$ cat config.mk
export PLATFORM = sky130hd
export DESIGN_NAME = bsd_boot_strap_decoder
export DESIGN_NICKNAME = d
export VERILOG_FILES = /design/src/hdl/bsd_pkg.sv /design/src/hdl/bsd_boot_strap_decoder.sv
export SDC_FILE = /design/constraint.sdc
export NUM_CORES = 1
export LEC_CHECK = 0
export BUFFER_PORTS_ARGS = -buffer_cell sky130_fd_sc_hd__buf_2
export CORE_MARGIN = 2
export CORE_UTILIZATION = 53
export CTS_CLUSTER_SIZE = 40
export DETAILED_ROUTE_END_ITERATION = 7
export GPL_ROUTABILITY_DRIVEN = 1
export PLACE_DENSITY = 0.75
export SLEW_MARGIN = 20
export SYNTH_ARGS = -nofsm -noshare
export SYNTH_HDL_FRONTEND = slang
export SYNTH_SLANG_ARGS = --single-unit
$ cat constraint.sdc
create_clock -name clk -period 2.1 [get_ports clk]
set_input_delay 0 -clock clk [delete_from_list [all_inputs] [get_ports clk]]
set_output_delay 0 -clock clk [all_outputs]
set_load 0.03 [all_outputs]
$ cat src/hdl/bsd_pkg.sv
// Package of constants and types for the boot strap decoder
package bsd_pkg;
	// Strap word width and field positions
	localparam int STRAP_W       = 16;
	localparam int ORDER_LSB     = 0;
	localparam int ORDER_W       = 5;
	localparam int CLKOUT_BIT    = 5;
	localparam int MACMODE_LSB   = 6;
	localparam int MEMWIDTH_BIT  = 8;
	localparam int ECCOWN_BIT    = 9;
	localparam int MUX_LSB       = 10;
	localparam int RSVD_LSB      = 12;
	localparam int XTAL_LSB      = 14;
	// Status word layout: high strap byte at 23:16, low byte at 7:0
	localparam int STAT_W        = 24;
	localparam int STAT_HI_LSB   = 16;
	// Strap defaults of the module
	localparam logic [2:0] DFLT_7_5  = 3'h3;
	localparam logic [7:0] DFLT_15_8 = 8'h80;
	localparam logic [1:0] RSVD_OK   = 2'h0;
	// Boot source codes, one per device slot
	typedef enum logic [3:0] {
		BSD_SRC_NONE    = 4'h0,
		BSD_SRC_NAND    = 4'h1,
		BSD_SRC_NAND_OVER_I2C_BOOT = 4'h2,
		BSD_SRC_CARD0   = 4'h3,
		BSD_SRC_CARD1   = 4'h4,
		BSD_SRC_SERIAL0 = 4'h5,
		BSD_SRC_SPI_PORT0    = 4'h6,
		BSD_SRC_USB_PORT0    = 4'h7,
		BSD_SRC_MAC1    = 4'h8
	} bsd_src_t;
	// Boot order codes supported on the module
	localparam logic [4:0] ORD_02 = 5'h02;
	localparam logic [4:0] ORD_06 = 5'h06;
	localparam logic [4:0] ORD_0B = 5'h0b;
	localparam logic [4:0] ORD_12 = 5'h12;
	localparam logic [4:0] ORD_13 = 5'h13;
	localparam logic [4:0] ORD_14 = 5'h14;
	localparam logic [4:0] ORD_16 = 5'h16;
	localparam logic [4:0] ORD_17 = 5'h17;
	localparam logic [4:0] ORD_18 = 5'h18;
	localparam logic [4:0] ORD_19 = 5'h19;
	localparam logic [4:0] ORD_1C = 5'h1c;
	// Sequencer states
	typedef enum logic [3:0] {
		BSD_ST_RESET = 4'b0001,
		BSD_ST_SYNC  = 4'b0010,
		BSD_ST_LATCH = 4'b0100,
		BSD_ST_DONE  = 4'b1000
	} bsd_state_t;
	// Sync settle count after reset release
	localparam logic [1:0] SETTLE_CNT = 2'h2;
endpackage

$ cat src/hdl/bsd_boot_strap_decoder.sv
// Boot strap decoder: samples strap pins at reset and decodes the fields
//
// Contract
// - Sixteen strap pins sampled after reset release
// - Low five bits select boot list
// - Bit 5 enables oscillator clock output
// - Bits 7:6 select MAC interface mode
// - Bit 8 selects 8/16-bit memory width
// - Bit 9 selects ECC owner for NAND
// - Bits 11:10 select memory bus multiplexing
// - Bits 15:14 give crystal frequency
// - Status holds straps at 23:16, 7:0
// - Peripheral sources skipped after warm reset
// - Memory sources searched after any reset
// - Code 10011: NAND, NAND-I2C, card0, serial0
// - Code 11100: card1, card0, serial0, usb_port0
// - Default bits 7:5 are 011
// - Default bits 15:8 are 10000000
// - Codes 00010, 00110, 10111 order map
// - Codes 01011, 11000, 11001 order map
// - Codes 10010, 10100, 10110 order map
module bsd_boot_strap_decoder (
	input  wire logic        clk,
	input  wire logic        srst,
	input  wire logic [15:0] display_data_pins,
	input  wire logic        warm_reset,
	output logic      [23:0] strap_status_q,
	output logic             strap_valid_q,
	output logic             osc_clock_out_en_q,
	output logic      [1:0]  mac_boot_mode_q,
	output logic             mem_width16_q,
	output logic             ecc_by_device_q,
	output logic      [1:0]  mem_mux_mode_q,
	output logic      [1:0]  xtal_sel_q,
	output logic             rsvd_error_q,
	output logic      [3:0]  boot_dev0_q,
	output logic      [3:0]  boot_dev1_q,
	output logic      [3:0]  boot_dev2_q,
	output logic      [3:0]  boot_dev3_q,
	output logic             order_known_q
);
	// Synchroniser stages for the strap pins
	logic [15:0] sync1_q;
	logic [15:0] sync2_q;
	// Captured strap word
	logic [15:0] strap_q;
	// Warm flag captured in LATCH with the straps
	logic        warm_q;
	// Settle counter after release
	logic [1:0]  settle_q;
	// Sequencer state
	bsd_pkg::bsd_state_t state_q;
	// Decoded order, combinational
	logic [3:0]  dev_d [4];
	logic        known_d;

	// Two-flop synchroniser; pins come from outside the clock domain
	always_ff @(posedge clk) begin
		sync1_q <= display_data_pins;
		sync2_q <= sync1_q;
	end

	// Sequencer: hold during reset, settle, latch once, then freeze
	always_ff @(posedge clk) begin
		if (srst) begin
			state_q  <= bsd_pkg::BSD_ST_RESET;
			settle_q <= '0;
		end else begin
			unique case (state_q)
				bsd_pkg::BSD_ST_RESET: begin
					state_q <= bsd_pkg::BSD_ST_SYNC;
				end
				bsd_pkg::BSD_ST_SYNC: begin
					// Wait so the synchroniser holds post-release samples
					settle_q <= settle_q + 2'h1;
					if (settle_q == bsd_pkg::SETTLE_CNT) begin
						state_q <= bsd_pkg::BSD_ST_LATCH;
					end
				end
				bsd_pkg::BSD_ST_LATCH: begin
					state_q <= bsd_pkg::BSD_ST_DONE;
				end
				bsd_pkg::BSD_ST_DONE: begin
					state_q <= bsd_pkg::BSD_ST_DONE;
				end
			endcase
		end
	end

	// Strap capture; reset loads constants only, pins taken in LATCH
	always_ff @(posedge clk) begin
		if (srst) begin
			strap_q <= '0;
			warm_q  <= 1'b0;
		end else if (state_q == bsd_pkg::BSD_ST_LATCH) begin
			strap_q <= sync2_q;
			warm_q  <= warm_reset;
		end
	end

	// Boot order decoder; unlisted codes give an empty list
	always_comb begin
		dev_d[0] = bsd_pkg::BSD_SRC_NONE;
		dev_d[1] = bsd_pkg::BSD_SRC_NONE;
		dev_d[2] = bsd_pkg::BSD_SRC_NONE;
		dev_d[3] = bsd_pkg::BSD_SRC_NONE;
		known_d  = 1'b1;
		case (strap_q[bsd_pkg::ORDER_LSB +: bsd_pkg::ORDER_W])
			bsd_pkg::ORD_02: begin
				dev_d[0] = bsd_pkg::BSD_SRC_SERIAL0;
				dev_d[1] = bsd_pkg::BSD_SRC_SPI_PORT0;
				dev_d[2] = bsd_pkg::BSD_SRC_NAND;
				dev_d[3] = bsd_pkg::BSD_SRC_NAND_OVER_I2C_BOOT;
			end
			bsd_pkg::ORD_06: begin
				dev_d[0] = bsd_pkg::BSD_SRC_MAC1;
				dev_d[1] = bsd_pkg::BSD_SRC_SPI_PORT0;
				dev_d[2] = bsd_pkg::BSD_SRC_NAND;
				dev_d[3] = bsd_pkg::BSD_SRC_NAND_OVER_I2C_BOOT;
			end
			bsd_pkg::ORD_17: begin
				dev_d[0] = bsd_pkg::BSD_SRC_CARD0;
				dev_d[1] = bsd_pkg::BSD_SRC_SPI_PORT0;
				dev_d[2] = bsd_pkg::BSD_SRC_SERIAL0;
				dev_d[3] = bsd_pkg::BSD_SRC_USB_PORT0;
			end
			bsd_pkg::ORD_0B: begin
				dev_d[0] = bsd_pkg::BSD_SRC_USB_PORT0;
				dev_d[1] = bsd_pkg::BSD_SRC_NAND;
				dev_d[2] = bsd_pkg::BSD_SRC_SPI_PORT0;
				dev_d[3] = bsd_pkg::BSD_SRC_CARD0;
			end
			bsd_pkg::ORD_18: begin
				dev_d[0] = bsd_pkg::BSD_SRC_SPI_PORT0;
				dev_d[1] = bsd_pkg::BSD_SRC_CARD0;
				dev_d[2] = bsd_pkg::BSD_SRC_USB_PORT0;
				dev_d[3] = bsd_pkg::BSD_SRC_SERIAL0;
			end
			bsd_pkg::ORD_19: begin
				dev_d[0] = bsd_pkg::BSD_SRC_SPI_PORT0;
				dev_d[1] = bsd_pkg::BSD_SRC_CARD0;
				dev_d[2] = bsd_pkg::BSD_SRC_MAC1;
				dev_d[3] = bsd_pkg::BSD_SRC_SERIAL0;
			end
			bsd_pkg::ORD_12: begin
				dev_d[0] = bsd_pkg::BSD_SRC_NAND;
				dev_d[1] = bsd_pkg::BSD_SRC_NAND_OVER_I2C_BOOT;
				dev_d[2] = bsd_pkg::BSD_SRC_USB_PORT0;
				dev_d[3] = bsd_pkg::BSD_SRC_SERIAL0;
			end
			bsd_pkg::ORD_14: begin
				dev_d[0] = bsd_pkg::BSD_SRC_NAND;
				dev_d[1] = bsd_pkg::BSD_SRC_NAND_OVER_I2C_BOOT;
				dev_d[2] = bsd_pkg::BSD_SRC_SPI_PORT0;
				dev_d[3] = bsd_pkg::BSD_SRC_MAC1;
			end
			bsd_pkg::ORD_16: begin
				dev_d[0] = bsd_pkg::BSD_SRC_SPI_PORT0;
				dev_d[1] = bsd_pkg::BSD_SRC_CARD0;
				dev_d[2] = bsd_pkg::BSD_SRC_SERIAL0;
				dev_d[3] = bsd_pkg::BSD_SRC_MAC1;
			end
			bsd_pkg::ORD_13: begin
				dev_d[0] = bsd_pkg::BSD_SRC_NAND;
				dev_d[1] = bsd_pkg::BSD_SRC_NAND_OVER_I2C_BOOT;
				dev_d[2] = bsd_pkg::BSD_SRC_CARD0;
				dev_d[3] = bsd_pkg::BSD_SRC_SERIAL0;
			end
			bsd_pkg::ORD_1C: begin
				dev_d[0] = bsd_pkg::BSD_SRC_CARD1;
				dev_d[1] = bsd_pkg::BSD_SRC_CARD0;
				dev_d[2] = bsd_pkg::BSD_SRC_SERIAL0;
				dev_d[3] = bsd_pkg::BSD_SRC_USB_PORT0;
			end
			default: begin
				known_d = 1'b0;
			end
		endcase
	end

	// Peripheral sources need a host to poll; not offered after warm reset
	// SPI flash is a memory source here, so it is kept after a warm reset
	function automatic logic is_periph(input logic [3:0] s);
		is_periph = (s == bsd_pkg::BSD_SRC_SERIAL0) ||
			(s == bsd_pkg::BSD_SRC_USB_PORT0) || (s == bsd_pkg::BSD_SRC_MAC1);
	endfunction

	// Registered decode outputs, updated once at DONE entry
	always_ff @(posedge clk) begin
		if (srst) begin
			strap_status_q     <= '0;
			strap_valid_q      <= 1'b0;
			osc_clock_out_en_q <= 1'b0;
			mac_boot_mode_q    <= '0;
			mem_width16_q      <= 1'b0;
			ecc_by_device_q    <= 1'b0;
			mem_mux_mode_q     <= '0;
			xtal_sel_q         <= '0;
			rsvd_error_q       <= 1'b0;
			boot_dev0_q        <= bsd_pkg::BSD_SRC_NONE;
			boot_dev1_q        <= bsd_pkg::BSD_SRC_NONE;
			boot_dev2_q        <= bsd_pkg::BSD_SRC_NONE;
			boot_dev3_q        <= bsd_pkg::BSD_SRC_NONE;
			order_known_q      <= 1'b0;
		end else if (state_q == bsd_pkg::BSD_ST_DONE && !strap_valid_q) begin
			strap_valid_q <= 1'b1;
			strap_status_q <= {strap_q[15:8], 8'h00, strap_q[7:0]};
			osc_clock_out_en_q <= strap_q[bsd_pkg::CLKOUT_BIT];
			mac_boot_mode_q <= strap_q[bsd_pkg::MACMODE_LSB +: 2];
			mem_width16_q <= strap_q[bsd_pkg::MEMWIDTH_BIT];
			ecc_by_device_q <= strap_q[bsd_pkg::ECCOWN_BIT];
			mem_mux_mode_q <= strap_q[bsd_pkg::MUX_LSB +: 2];
			xtal_sel_q <= strap_q[bsd_pkg::XTAL_LSB +: 2];
			rsvd_error_q <= strap_q[bsd_pkg::RSVD_LSB +: 2] != bsd_pkg::RSVD_OK;
			order_known_q <= known_d;
			boot_dev0_q <= (warm_q && is_periph(dev_d[0])) ?
				bsd_pkg::BSD_SRC_NONE : dev_d[0];
			boot_dev1_q <= (warm_q && is_periph(dev_d[1])) ?
				bsd_pkg::BSD_SRC_NONE : dev_d[1];
			boot_dev2_q <= (warm_q && is_periph(dev_d[2])) ?
				bsd_pkg::BSD_SRC_NONE : dev_d[2];
			boot_dev3_q <= (warm_q && is_periph(dev_d[3])) ?
				bsd_pkg::BSD_SRC_NONE : dev_d[3];
		end
	end

	// Checks
	// frozen value
	property p_frozen;
		@(posedge clk) disable iff (srst)
		strap_valid_q |=> $stable(strap_status_q);
	endproperty
	a_frozen: assert property (p_frozen) else $error("status moved");
	property p_status;
		@(posedge clk) disable iff (srst)
		strap_valid_q |-> strap_status_q[23:16] == strap_q[15:8] &&
			strap_status_q[7:0] == strap_q[7:0] && strap_status_q[15:8] == 8'h00;
	endproperty
	a_status: assert property (p_status) else $error("status bad");
	property p_valid_time;
		@(posedge clk) $fell(srst) |-> !strap_valid_q [*6] ##1 strap_valid_q;
	endproperty
	a_valid_time: assert property (p_valid_time) else $error("valid late");
	property p_clkout;
		@(posedge clk) disable iff (srst)
		strap_valid_q |-> osc_clock_out_en_q == strap_status_q[5];
	endproperty
	a_clkout: assert property (p_clkout) else $error("clkout bad");
	property p_mac;
		@(posedge clk) disable iff (srst)
		strap_valid_q |-> mac_boot_mode_q == strap_status_q[7:6];
	endproperty
	a_mac: assert property (p_mac) else $error("mac mode bad");
	property p_xtal;
		@(posedge clk) disable iff (srst)
		strap_valid_q |-> xtal_sel_q == strap_status_q[23:22];
	endproperty
	a_xtal: assert property (p_xtal) else $error("xtal bad");
	property p_nand;
		@(posedge clk) disable iff (srst)
		strap_valid_q && !warm_q && strap_status_q[4:0] == 5'h13 |->
			boot_dev0_q == bsd_pkg::BSD_SRC_NAND &&
			boot_dev3_q == bsd_pkg::BSD_SRC_SERIAL0;
	endproperty
	a_nand: assert property (p_nand) else $error("nand order bad");
	property p_warm;
		@(posedge clk) disable iff (srst)
		strap_valid_q && warm_q |-> boot_dev0_q != bsd_pkg::BSD_SRC_USB_PORT0 &&
			boot_dev3_q != bsd_pkg::BSD_SRC_SERIAL0;
	endproperty
	a_warm: assert property (p_warm) else $error("warm periph");
	property p_width;
		@(posedge clk) disable iff (srst)
		strap_valid_q |-> mem_width16_q == strap_status_q[16];
	endproperty
	a_width: assert property (p_width) else $error("width bad");
	c_emmc: cover property (@(posedge clk)
		strap_valid_q && strap_status_q[4:0] == 5'h1c);
	c_warm: cover property (@(posedge clk) strap_valid_q && warm_q);
	c_unknown: cover property (@(posedge clk) strap_valid_q && !order_known_q);
endmodule

==> out/metrics.json <==
{
  "r2r_start": {"value": "state_q[3]"},
  "post_synth_and_or_nand_nor_area_fraction": {"value": 22.5, "unit": "%"},
  "async_reset_ff_share": {"value": 0, "unit": "%"},
  "timing.final.max_slew_violations": {"value": 0},
  "clock_power_share": {"value": 41.9, "unit": "%"},
  "run_status": {"value": "finished clean"},
  "detail_route.wl_per_cell": {"value": 13.8, "unit": "um"},
  "initial_utilization": {"value": 55.3, "unit": "%"},
  "die_w": {"value": 82.9, "unit": "um"},
  "reg2regPathDepth": {"value": 5},
  "synth_mux_area_share": {"value": 0, "unit": "%"},
  "cts_tree": {"value": "yes"},
  "cts_hold_buf": {"value": 18},
  "worst_pin_slew": {"value": 955, "unit": "ps"},
  "ys_warnings": {"value": 0},
  "final_period_minus_worst_setup_slack": {"value": 1820, "unit": "ps"},
  "synth_edf_count": {"value": 0},
  "port_buffers": {"value": 61},
  "drt_iter0_markers": {"value": 199},
  "synth-seq-area-share": {"value": 54.1, "unit": "%"},
  "worstSetupEndpoint": {"value": "boot_dev3_q[3]"},
  "cts.repair_timing.setup_buffer_count": {"value": 0},
  "synth_fa_ha_area_share": {"value": 0.380, "unit": "%"},
  "synthesis.area_per_instance": {"value": 9.00, "unit": "um2"},
  "fp.dieArea": {"value": 0.00686, "unit": "mm2"},
  "finalInstanceArea": {"value": 0.00398, "unit": "mm2"},
  "cts_made_buffers": {"value": 9},
  "final.period_utilization": {"value": 86.6, "unit": "%"},
  "worst_setup_hold_path_clk_slew": {"value": 80, "unit": "ps"},
  "ir_drop": {"value": 0.726, "unit": "mV"},
  "cts_max_path_buffers": {"value": 2},
  "fin_worst_skew": {"value": 6.40, "unit": "ps"},
  "combinationalPowerShare": {"value": 3.4, "unit": "%"},
  "hold_slack": {"value": 272, "unit": "ps"},
  "dp.final_hpwl": {"value": 4460, "unit": "um"},
  "grt.overflow.total": {"value": 0},
  "synth.top_cell.area_share": {"value": 54.1, "unit": "%"},
  "h-tree-depth": {"value": 3},
  "compound_gate_portion_of_the_synthesized_area": {"value": 13.4, "unit": "%"},
  "reg2reg_to": {"value": "boot_dev3_q[3]"},
  "leakagePower": {"value": 1.57, "unit": "nW"},
  "synthesized_area_fraction_occupied_by_xor_and_xnor_cells": {"value": 1.33, "unit": "%"},
  "synth_seq_cells": {"value": 89},
  "grt_antenna_before_repair": {"value": 0},
  "clk-insertion-delay-late": {"value": 350, "unit": "ps"},
  "critical_path_class": {"value": "reg2reg"},
  "hold_viol_final": {"value": 0},
  "crit_path_max_fanout": {"value": 19},
  "maximum_number_of_pins_on_one_net_before_global_route_repair": {"value": 29},
  "drt.antenna.violating_nets": {"value": 0},
  "post_route_cells_drive_above_1_share": {"value": 22.3, "unit": "%"},
  "detailed_place.area": {"value": 0.00357, "unit": "mm2"},
  "clock-sinks": {"value": 89},
  "total_switching_power": {"value": 0.000667, "unit": "W"},
  "clock-root-buffer": {"value": "clkbuf_8"},
  "number_of_resized_instances_in_the_post_cts_repair_step": {"value": 0},
  "groute.usage.overall": {"value": 20.7, "unit": "%"},
  "num_antenna_cells": {"value": 0},
  "startpoint_type": {"value": "register"},
  "rsz0062_at_grt": {"value": "false"},
  "post-route-drc-count": {"value": 0},
  "detailroute.via_count": {"value": 2673},
  "synthDistinctLibCells": {"value": 44},
  "synth_top_family_by_area": {"value": "simple AND/OR/NAND/NOR gates"},
  "synthDominantAreaCellType": {"value": "dfxtp_1"},
  "critical_path_arrival": {"value": 2100, "unit": "ps"},
  "setup_viol": {"value": 0},
  "share_seq_of_total_power": {"value": 54.7, "unit": "%"},
  "maxClockFrequency": {"value": 0.550, "unit": "GHz"},
  "design.final.nets": {"value": 450},
  "place.gp.congestion": {"value": 0.839},
  "die_height": {"value": 82.9, "unit": "um"},
  "worstSetupStartpoint": {"value": "state_q[3]"},
  "rows": {"value": 28},
  "utilization": {"value": 66.9, "unit": "%"},
  "holdCritPathClass": {"value": "in2reg"},
  "first_global_vias": {"value": 2365},
  "synth.cell_area": {"value": 0.00330, "unit": "mm2"},
  "cellPowerDensity": {"value": 799, "unit": "mW/mm2"},
  "route.final.wire_length": {"value": 7040, "unit": "um"},
  "synthesis.instances": {"value": 366},
  "total_negative_setup_slack": {"value": 0, "unit": "ps"},
  "max_cap_violations": {"value": 0},
  "first_pass_grt_wire_length": {"value": 11500, "unit": "um"},
  "synth_top_flop_cell": {"value": "dfxtp_1"},
  "max_slew_margin": {"value": 35.4, "unit": "%"},
  "drt_pre_antenna_iters": {"value": 5},
  "swShare": {"value": 21.0, "unit": "%"},
  "worst-r2r-setup-slack": {"value": 280, "unit": "ps"},
  "vias_per_cell": {"value": 5.24},
  "internal_power": {"value": 0.00252, "unit": "W"},
  "synth_area_leaders": {"value": "dfxtp_1 (54%), nand2_1 (8.5%), a21oi_1 (6.7%)"},
  "design.core.area": {"value": 0.00596, "unit": "mm2"},
  "syn_to_final_growth": {"value": 20.8, "unit": "%"},
  "design.portCount": {"value": 71},
  "critPathRequiredTime": {"value": 2380, "unit": "ps"},
  "setup.worst_path.end_class": {"value": "register"}
}
-- cells by family (layout without fill, tap and decap cells) --
group / count (synthesis) / after routing
and+or+nand+nor: 146 / 146
DFF: 89 / 89
AOI/OAI and AO/OA: 74 / 74
buffers and inverters: 50 / 111
xor gates and xnor gates: 5 / 5
adders and majority gates: 1 / 1
other: 1 / 9
-- synth_stat cells, types with 5 or more instances --
cell and number:
o21ai_0 5, buf_2 12, nand2_1 75, buf_4 18, dfxtp_1 89, nand3b_1 6
a211oi_1 10, nor2_1 16, nor3_1 11, a21oi_1 44, nand2b_1 11, clkbuf_1 14
-- placed cells by master, fill, tap and decap left out, types with 2 or more instances in the layout --
master and instances:
dfxtp_1 89, nand2_1 75, buf_2 61, a21oi_1 44, dlygate4sd3_1 18, nor2_1 16
buf_4 13, nand2b_1 11, nor3_1 11, clkbuf_8 11, a211oi_1 10, conb_1 9
nand3b_1 6, o21ai_0 5, or3_1 4, xnor2_1 4, inv_1 3, nor3b_1 3
nor4bb_1 3, a31oi_1 2, nor4_1 2, or4_1 2, nor2b_1 2, o32ai_1 2
o41ai_1 2, o31ai_1 2, or4b_2 2, bufinv_16 2
-- sequential cells by signal (all words and copies together), names as in the netlist, 2 cells and up --
name,cells
boot_dev3_q,4
xtal_sel_q,2
settle_q,2
sync2_q,16
boot_dev2_q,4
sync1_q,16
state_q,4
boot_dev1_q,3
boot_dev0_q,4
strap_status_q,12
strap_q,16
-- area by class of cell --
cell class | instances | area (um2)
tap | 75 | 93.8
clock buffer | 11 | 151
fill | 490 | 1970
timing repair buffer | 92 | 583
sequential | 89 | 1780
multi-input combinational | 235 | 1280
inverter | 3 | 11.3
clock inverter | 5 | 85.1
-- critical path, cell delays in order, from the launching register on --
cell      delay [ps]
dfxtp_1          470
nor4b_4          280
nand2b_1         110
buf_4            210
or4_1            510
a21oi_1          170
-- power groups by stage --
stage | sequential, W | combinational, W | clock (W)
2_1_floorplan | 0.00178 | 0.0000691 | 0
3_3_place_gp | 0.00178 | 0.0000791 | 0
3_5_place_dp | 0.00178 | 0.0000802 | 0
4_1_cts | 0.00174 | 0.000106 | 0.00136
5_1_grt | 0.00175 | 0.000117 | 0.00143
6_report | 0.00174 | 0.000108 | 0.00133
-- per-stage QoR --
step | std cells | worst slack, ps | power (W)
floorplan | 374 | 537 | 0.00185
global placement | 476 | 382 | 0.00186
detailed placement | 476 | 320 | 0.00186
CTS | 510 | 307 | 0.00321
global route | 510 | 136 | 0.00329
finish | 510 | 281 | 0.00318
-- metal layers --
metal | track usage [%] | vias to the layer above | wire length [um]
li1 | - | 1336 | -
met1 | 26.3 | 1249 | 3150
met2 | 34.6 | 82 | 3470
met3 | 5.77 | 6 | 376
met4 | 5.96 | 0 | 54
met5 | 0 | - | 0
-- worst min path at each step --
stage | from | end | slack [ps] | cells past startpoint
after floorplan | display_data_pins[0] | sync1_q[0] | 30 | 0
after global placement | display_data_pins[7] | sync1_q[7] | 100 | 1
after detailed placement | display_data_pins[4] | sync1_q[4] | 100 | 1
after CTS | display_data_pins[4] | sync1_q[4] | 250 | 2
after global routing | display_data_pins[10] | sync1_q[10] | 270 | 2
final | display_data_pins[7] | sync1_q[7] | 270 | 2
(Power assumes the default switching activity.)
